### config.mk
export PLATFORM = sky130hd
export DESIGN_NAME = comparator1_input_select
export DESIGN_NICKNAME = d
export VERILOG_FILES = /design/src/hw/cmp1_mux_pkg.sv /design/src/hw/cmp1_route_decode.sv /design/src/hw/comparator1_input_select.sv
export SDC_FILE = /design/constraint.sdc
export NUM_CORES = 1
export LEC_CHECK = 0
export BUFFER_PORTS_ARGS = -buffer_cell sky130_fd_sc_hd__buf_4
export CAP_MARGIN = 20
export CORE_ASPECT_RATIO = 0.75
export CORE_MARGIN = 8
export CORE_UTILIZATION = 45
export CTS_BUF_LIST = sky130_fd_sc_hd__clkbuf_4 sky130_fd_sc_hd__clkbuf_8
export DETAILED_ROUTE_END_ITERATION = 10
export PLACE_DENSITY = 0.84
export SETUP_SLACK_MARGIN = 0.05
export SLEW_MARGIN = 0
export SYNTH_ARGS = -nofsm -noshare
export SYNTH_HDL_FRONTEND = slang
export SYNTH_SLANG_ARGS = --single-unit
### constraint.sdc
create_clock -name clk_i -period 1.3 [get_ports clk_i]
set_input_delay 0.195 -clock clk_i [delete_from_list [all_inputs] [get_ports clk_i]]
set_output_delay 0.195 -clock clk_i [all_outputs]
set_load 0.02 [all_outputs]
### src/hw/cmp1_mux_pkg.sv
// Package with the address, field layout, codes and types of the select register.
package cmp1_mux_pkg;

  localparam logic [7:0] SEL_ADDR       = 8'h9E;
  localparam logic [3:0] SEL_PAGE       = 4'h0;
  localparam logic [7:0] SEL_RESET      = 8'hFF;
  localparam int         NEG_LSB        = 4;
  localparam int         POS_LSB        = 0;
  localparam logic [3:0] NEG_PIN_LAST   = 4'hA;
  localparam logic [3:0] NEG_RESERVED   = 4'hB;
  localparam logic [3:0] POS_PIN_LAST   = 4'hB;
  localparam logic [3:0] CODE_TOUCH     = 4'hC;
  localparam logic [3:0] CODE_HALF      = 4'hD;
  localparam logic [3:0] CODE_NEG_VREG  = 4'hE;
  localparam logic [3:0] CODE_NEG_GND   = 4'hF;
  localparam logic [3:0] CODE_POS_VBAT  = 4'hE;
  localparam logic [3:0] CODE_POS_VDD   = 4'hF;
  localparam int         PIN_COUNT      = 12;

  typedef enum logic [2:0] {
    SRC_PIN,
    SRC_TOUCH,
    SRC_HALF,
    SRC_VREG,
    SRC_VBAT,
    SRC_VDD,
    SRC_GND,
    SRC_NONE
  } source_t;

  typedef struct packed {
    source_t                source;
    logic [PIN_COUNT-1:0]   pin_onehot;
  } route_t;

endpackage

### src/hw/cmp1_route_decode.sv
// Decoder from one four-bit selector to a route description.
`timescale 1ns/1ps
module cmp1_route_decode
  import cmp1_mux_pkg::*;
(
  input  wire logic [3:0] code_i,
  input  wire logic       negative_i,
  output route_t          route_o
);

  always_comb begin
    route_o.pin_onehot = '0;
    route_o.source     = SRC_NONE;
    if (negative_i) begin
      if (code_i <= NEG_PIN_LAST) begin
        route_o.source             = SRC_PIN;
        route_o.pin_onehot[code_i] = 1'b1;
      end else begin
        case (code_i)
          NEG_RESERVED:  route_o.source = SRC_NONE;
          CODE_TOUCH:    route_o.source = SRC_TOUCH;
          CODE_HALF:     route_o.source = SRC_HALF;
          CODE_NEG_VREG: route_o.source = SRC_VREG;
          CODE_NEG_GND:  route_o.source = SRC_GND;
          default:       route_o.source = SRC_NONE;
        endcase
      end
    end else begin
      if (code_i <= POS_PIN_LAST) begin
        route_o.source             = SRC_PIN;
        route_o.pin_onehot[code_i] = 1'b1;
      end else begin
        case (code_i)
          CODE_TOUCH:    route_o.source = SRC_TOUCH;
          CODE_HALF:     route_o.source = SRC_HALF;
          CODE_POS_VBAT: route_o.source = SRC_VBAT;
          CODE_POS_VDD:  route_o.source = SRC_VDD;
          default:       route_o.source = SRC_NONE;
        endcase
      end
    end
  end

endmodule

### src/hw/comparator1_input_select.sv
// Select register for the second comparator's input multiplexers.
`timescale 1ns/1ps
// Notes on behaviour
// - Register decodes at special-function address 0x9E on page 0x0.
// - Bits 7:4 hold the negative-input selector, read and write.
// - Negative codes 0-10 pins, 11 reserved, then touch, half, regulator, ground.
// - Bits 3:0 hold the positive-input selector, read and write.
// - Positive codes 0-11 pins, then touch, half supply, battery, main supply.
module comparator1_input_select
  import cmp1_mux_pkg::*;
(
  input  wire logic       clk_i,
  input  wire logic       reset_n_i,
  input  wire logic [7:0] sfr_addr_i,
  input  wire logic [3:0] sfr_page_i,
  input  wire logic       sfr_wr_i,
  input  wire logic       sfr_rd_i,
  input  wire logic [7:0] sfr_wdata_i,
  output logic      [7:0] sfr_rdata_o,
  output logic            sfr_hit_o,
  output logic      [3:0] negative_input_selector_o,
  output logic      [3:0] positive_input_selector_o,
  output route_t          negative_route_o,
  output route_t          positive_route_o
);

  ////////////////////////////////////////////////////////////////////////////
  // Functions.
  ////////////////////////////////////////////////////////////////////////////

  // True when the bus points at the select register on its page.
  function automatic logic addr_match(input logic [7:0] a,
                                      input logic [3:0] p);
    addr_match = (a == SEL_ADDR) && (p == SEL_PAGE);
  endfunction

  // Lowest register bit of selector field n; field 1 is the negative one.
  function automatic int field_lsb(input int n);
    if (n == 1) begin
      field_lsb = NEG_LSB;
    end else begin
      field_lsb = POS_LSB;
    end
  endfunction

  // Route shown while reset is held, for selector field n.
  function automatic route_t reset_route(input int n);
    reset_route.pin_onehot = '0;
    if (n == 1) begin
      reset_route.source = SRC_GND;
    end else begin
      reset_route.source = SRC_VDD;
    end
  endfunction

  ////////////////////////////////////////////////////////////////////////////
  // State and wiring.
  ////////////////////////////////////////////////////////////////////////////

  // Bus request qualified by address and page.
  logic       sel_w;
  logic       wr_hit_w;
  logic       rd_hit_w;

  // Selector fields, index 1 negative and index 0 positive.
  logic [3:0] wr_field_w [0:1];
  logic [3:0] field_ff   [0:1];
  logic [3:0] nxt_field  [0:1];

  // Whole register as software sees it.
  logic [7:0] select_w;

  // Registered read response.
  logic [7:0] rdata_ff;
  logic [7:0] nxt_rdata;
  logic       hit_ff;
  logic       nxt_hit;

  // Decoded routes, one per selector field.
  route_t     route_w    [0:1];
  route_t     route_ff   [0:1];

  ////////////////////////////////////////////////////////////////////////////
  // Request decode.
  ////////////////////////////////////////////////////////////////////////////

  // Any other address or page leaves the register alone and clears the response to zero.
  assign sel_w    = addr_match(sfr_addr_i, sfr_page_i);
  assign wr_hit_w = sel_w && sfr_wr_i;
  assign rd_hit_w = sel_w && sfr_rd_i;

  ////////////////////////////////////////////////////////////////////////////
  // Write data split into selector fields.
  ////////////////////////////////////////////////////////////////////////////

  generate
    for (genvar n = 0; n < 2; n++) begin : g_wdata
      assign wr_field_w[n] = sfr_wdata_i[field_lsb(n) +: 4];
    end
  endgenerate

  ////////////////////////////////////////////////////////////////////////////
  // Selector fields.
  ////////////////////////////////////////////////////////////////////////////

  // Each field is stored as written, reserved codes included.
  generate
    for (genvar n = 0; n < 2; n++) begin : g_field

      always_comb begin
        nxt_field[n] = field_ff[n];
        if (wr_hit_w) begin
          nxt_field[n] = wr_field_w[n];
        end
      end

      always_ff @(posedge clk_i or negedge reset_n_i) begin
        if (!reset_n_i) begin
          field_ff[n] <= SEL_RESET[field_lsb(n) +: 4];
        end else begin
          field_ff[n] <= nxt_field[n];
        end
      end

    end
  endgenerate

  ////////////////////////////////////////////////////////////////////////////
  // Register assembly.
  ////////////////////////////////////////////////////////////////////////////

  assign select_w = {field_ff[1], field_ff[0]};

  ////////////////////////////////////////////////////////////////////////////
  // Read response.
  ////////////////////////////////////////////////////////////////////////////

  // A read in the same cycle as a write returns the old value.
  always_comb begin
    nxt_rdata = 8'h00;
    nxt_hit   = 1'b0;
    if (rd_hit_w) begin
      nxt_rdata = select_w;
      nxt_hit   = 1'b1;
    end
  end

  always_ff @(posedge clk_i or negedge reset_n_i) begin
    if (!reset_n_i) begin
      rdata_ff <= 8'h00;
      hit_ff   <= 1'b0;
    end else begin
      rdata_ff <= nxt_rdata;
      hit_ff   <= nxt_hit;
    end
  end

  ////////////////////////////////////////////////////////////////////////////
  // Route decode.
  ////////////////////////////////////////////////////////////////////////////

  // Decoding the next field value keeps routes in step with the selectors.
  generate
    for (genvar n = 0; n < 2; n++) begin : g_route

      cmp1_route_decode i_cmp1_route_decode (
        .code_i     (nxt_field[n]),
        .negative_i (n == 1),
        .route_o    (route_w[n])
      );

      always_ff @(posedge clk_i or negedge reset_n_i) begin
        if (!reset_n_i) begin
          route_ff[n] <= reset_route(n);
        end else begin
          route_ff[n] <= route_w[n];
        end
      end

    end
  endgenerate

  ////////////////////////////////////////////////////////////////////////////
  // Outputs.
  ////////////////////////////////////////////////////////////////////////////

  // Every output is a flip-flop.
  assign sfr_rdata_o               = rdata_ff;
  assign sfr_hit_o                 = hit_ff;
  assign negative_input_selector_o = field_ff[1];
  assign positive_input_selector_o = field_ff[0];
  assign negative_route_o          = route_ff[1];
  assign positive_route_o          = route_ff[0];

endmodule

**Word level (Yosys, flattened, before mapping)**

Cells that the tools add are included.

- Order comparisons: 6
- Multiplexer cells: 14
- Reduce and logical (&&, ||, !) cells: 6
- Eq/ne operators: 9

Operators with widths:

| cell | count |
|---|---|
| 4-bit == test, second input constant | 8 |
| 12-bit two-way mux | 2 |
| 3-bit case mux with 4 select lines | 2 |
| 4-bit by 5-bit < comparator with 1-bit output, second input constant | 2 |
| 1-bit demux with 4-bit select | 2 |
| 8-bit == test, second input constant | 1 |
| 4-bit by 1-bit greater-or-equal comparator with 1-bit output, second input constant | 2 |
| 4-bit less-or-equal comparator, second input constant | 2 |
| 4-bit two-way mux | 2 |
| 8-bit two-way mux | 1 |
| 3-bit two-way mux | 2 |
| 1-bit logical AND | 5 |
| 4-bit zero test | 1 |
| 1-bit two-way mux | 3 |

- Flip-flop bits (word level): 47
- Bits of input ports: 24
- Logic and storage cells: 43
- Output and inout port bits: 47

**Depth between registers and ports, before layout**

- Depth after elaboration: 9
- Depth in mapped cells: 5
- Depth with buffers taken out: 3

**Cells and area by module**

From an unflattened synthesis, not the netlist that was laid out.

- Cells, all modules: 137
- Area, all modules: 1801.7 sq um

By module, submodules not included:

| module | instances | sequential area each (sq um) | cells an instance | area an instance (sq um) |
|---|---|---|---|---|
| comparator1_input_select | 1 | 1191.1 | 73 | 1433.9 |
| cmp1_route_decode | 2 | 0.0 | 32 | 183.9 |

**Worst setup path after synthesis**

OpenSTA, ideal clock, no wires.

- Path type: in2reg
- From: input sfr_page_i[1]
- To: register field_ff, in the netlist negative_input_selector_o[2]
- Slack: -257 ps
- Data required time: 1218 ps
- Path buffers: 2
- Library setup time: 82 ps
- Cell stages on the path: 5
- Arrival: 1474 ps
- Cell sequence: or4_4 > nor4_4 > buf_6 > buf_12 > mux2_4

- Cells in the longest elaborated chain, start to end: 4

Ends and longest elaborated chain:

| item | line | source |
|---|---|---|
| from (decl) | comparator1_input_select.sv:15 | `input wire logic [3:0] sfr_page_i,` |
| 4-bit zero test | comparator1_input_select.sv:34 | `addr_match = (a == SEL_ADDR) && (p == SEL_PAGE);` |
| 1-bit logical AND | comparator1_input_select.sv:34 |  |
| 1-bit logical AND | comparator1_input_select.sv:89 | `assign wr_hit_w = sel_w && sfr_wr_i;` |
| 4-bit two-way mux | comparator1_input_select.sv:112 | `if (wr_hit_w) begin` |
| named net g_route[1].i_cmp1_route_decode.code_i[2] | cmp1_route_decode.sv:6 | `input wire logic [3:0] code_i,` |
| to (signal, indexed assignment) | comparator1_input_select.sv:119 | `field_ff[n] <= SEL_RESET[field_lsb(n) +: 4];` |
| to (signal, indexed assignment) | comparator1_input_select.sv:121 | `field_ff[n] <= nxt_field[n];` |
| to (decl) | comparator1_input_select.sv:67 | `logic [3:0] field_ff [0:1];` |

The timed path passes the listed nets, and every way through them passes these cells.

==> flow_summary_export.csv <==
group,metric,value,unit
finish,seq_area,1190,um2
clocking,ctsHtreeMaxLevel,2,
place,dp.final_hpwl,4.00,mm
finish,final_area,3210,um2
timing,skew,0.00402,ns
timing,slew_headroom,0.625,
status,violations,"negative setup slack",
synthesis,yosysUniqueCellTypes,24,
critical_path,required,1.52,ns
clocking,cts_buffer_depth,2,
grt,grt_max_degree,48,
critical_path,crit_fanout,7,
flow_run,cap_viol_max_count,0,
timing,report.final.hold_viol_count,0,
power,power.leakage,1.50,nW
synthesis,avgSynthCellArea,11.0,um2
grt,grt_pass1_wl,9.56,mm
finish,layout-area-overhead-vs-synth,43.0,%
finish,multiInputGateArea,973,um2
route,vias,1827,
timing,setup_violations,37,
critical_path,crit_slowest_cell,"or4_4",
floorplan,fp.dieW,97.6,um
critical_path,cpMostUsedCell,"buf_6",
floorplan,die-height,77.2,um
finish,most-common-layout-cells,"buf_4, dfrtp_1, nand2_1",
synthesis,syn_nets,228,
route,drt_iter0_markers,173,
timing,fmax,715,MHz
synthesis,ys_ff_latch,47,
route,wl,5.62,mm
clocking,cts_inserted_buffers,5,
synthesis,synthCells,204,
grt,first_global_vias,1947,
finish,nets,321,
floorplan,initial_core_util,0.464,
floorplan,pin_count,71,
finish,final_common_cell,"buf_4",
finish,fillers,387,
place,pre_cts_ws,-0.423,ns
critical_path,path_delay_family,"simple AND/OR/NAND/NOR gates",
synthesis,netlist_area,2250,um2
timing,final.period_utilization,1.08,
timing,rsz0062_at_grt,"yes",
finish,layout-drive-gt1-share,0.450,
critical_path,critPathBufInv,3,
grt,grt_use_total,0.154,
floorplan,core_area,4840,um2
clocking,cts_sinks,47,
route,drc,0,
status,status,"finished with violations",
route,viasPerCell,5.10,
place,dp_cells,337,
finish,diodes,0,
grt,gr-total-overflow,0,
finish,fin_cells,358,
hold_path,hp-class,"in2reg",
critical_path,arrival,1.61,ns
critical_path,worstSetupStartpointType,"primary input",
place,port_buffers,70,
floorplan,rows,22,
clocking,root_buffer,"clkbuf_8",
place,placed_area,2920,um2
synthesis,yosysSeqAreaShare,0.530,
power,p_per_area,820,nW/um2
critical_path,crit_path_cell_trace,"buf_6 > or4_4 > nor4_4 > buf_6 > buf_12 > mux2i_1",
power,vdd_drop_max,0.514,mV
place,place.gp.congestion,0.901,
route,dr.pass1.iters,4,
route,wl_per_cell,15.7,um
clocking,clk_latency,0.30,ns
clocking,clkSlewWorstSetupHoldPaths,0.08,ns
timing,slew_viol_final,0,
timing,fin_crit,1.40,ns
critical_path,critPathKind,"in2reg",
timing,fin_ws,-0.0992,ns
synthesis,yosysWarnings,0,
grt,antenna_found_initial,0,
timing,tightest_slew,0.563,ns
floorplan,die_area,7540,um2
critical_path,crit_path_end_kind,"flop",
route,detail-route-antenna-nets,0,
critical_path,critical-path-max-stage-delay,0.53,ns
clocking,cts_tree,"built",
## flip-flops by register name, summed over array words and instances, names as in the netlist
name and flops:
positive_input_selector_o 4, positive_route_o 15, negative_route_o 15, negative_input_selector_o 4, sfr_hit_o 1, sfr_rdata_o 8
## power breakdown
| part | switching, mW | internal (mW) |
|---|---|---|
| clock | 0.455 | 0.506 |
| combinational | 0.114 | 0.0909 |
| sequential | 0.00221 | 1.47 |
| total | 0.571 | 2.07 |
## cells in the mapped netlist (all sizes together)
| master | instances | area (um2) |
|---|---|---|
| mux2 | 8 | 93.8 |
| conb | 1 | 3.75 |
| maj3 | 2 | 20.0 |
| nand2 | 34 | 128 |
| dfstp | 12 | 315 |
| or4 | 1 | 11.3 |
| buf | 4 | 53.8 |
| nor2b | 16 | 100 |
| nand4bb | 1 | 11.3 |
| o21ai | 2 | 10.0 |
| clkbuf | 12 | 45.0 |
| dfrtp | 35 | 876 |
| nand4b | 1 | 8.76 |
| nor4 | 2 | 42.5 |
| inv | 1 | 3.75 |
| nand3 | 22 | 110 |
| or4b | 1 | 10.0 |
| mux2i | 29 | 290 |
| and2 | 8 | 50.1 |
| nor2 | 8 | 30.0 |
| xnor2 | 2 | 17.5 |
| and3b | 2 | 17.5 |
## worst reg2reg max path: stages, from the launching register on
cell	delay, ns
dfstp_2	0.61
nor2b_1	0.33
nand3_1	0.11
mux2i_1	0.16
## through the flow
stage	utilization	hold slack [ns]	total power [mW]	TNS [ns]
6_report	0.663	0.170	2.64	-2.55
5_1_grt	0.663	0.171	2.77	-3.15
4_1_cts	0.653	0.161	2.67	-1.42
3_5_place_dp	0.603	0.227	1.70	-15.79
3_3_place_gp	0.603	0.224	1.69	-14.60
2_1_floorplan	-	-0.101	1.57	-5.90
## cells by family (layout without fill, tap and decap cells)
group,Yosys count,in the layout,share of synthesized area
XOR/XNOR,2,2,0.00779
multiplexers,37,37,0.171
AO/OA/AOI/OAI,2,2,0.00445
buffers and inverters,17,111,0.0456
adder cells (fa/ha/maj),2,2,0.00890
other,1,1,0.00167
flip-flops,47,47,0.530
AND/OR/NAND/NOR,96,96,0.231
## cell type report
class / count / share of cell area
Multi-Input combinational cell: 140 / 0.303
Timing Repair Buffer: 102 / 0.270
Clock buffer: 8 / 0.0323
Inverter: 1 / 0.00117
Tap cell: 60 / 0.0234
Sequential cell: 47 / 0.371
## worst paths after layout
| check | from | to | slack [ns] | cells after the start |
|---|---|---|---|---|
| worst max-delay path | sfr_page_i[1] | positive_route_o[11] | -0.1 | 6 |
| worst max register to register | positive_input_selector_o[1] | positive_route_o[11] | 0 | 3 |
| worst min-delay path | sfr_wdata_i[7] | negative_route_o[13] | 0.17 | 3 |
| min in group asynchronous | reset_n_i | sfr_rdata_o[5] | 0.44 | 2 |
| worst min register to register | negative_input_selector_o[3] | sfr_rdata_o[7] | 0.56 | 1 |
| max in group asynchronous | reset_n_i | positive_route_o[8] | 0.48 | 2 |
## repair_timing
| action | in CTS | in global routing |
|---|---|---|
| pin swaps | 0 | 0 |
| hold buffers | 1 | 0 |
| gates resized for setup | 12 | 7 |
| endpoints found under the setup margin | 45 | 42 |
| buffers inserted | 11 | 0 |
| hold endpoints to repair | 35 | 0 |
| gates cloned | 0 | 1 |
## per-layer routing
| metal | track usage | routed length, um | vias up |
|---|---|---|---|
| li1 | - | - | 867 |
| met1 | 0.197 | 2540 | 885 |
| met2 | 0.219 | 2470 | 70 |
| met3 | 0.0680 | 530 | 5 |
| met4 | 0.0649 | 87 | 0 |
| met5 | 0 | 0 | - |
Power figures use the tool's default switching activity.
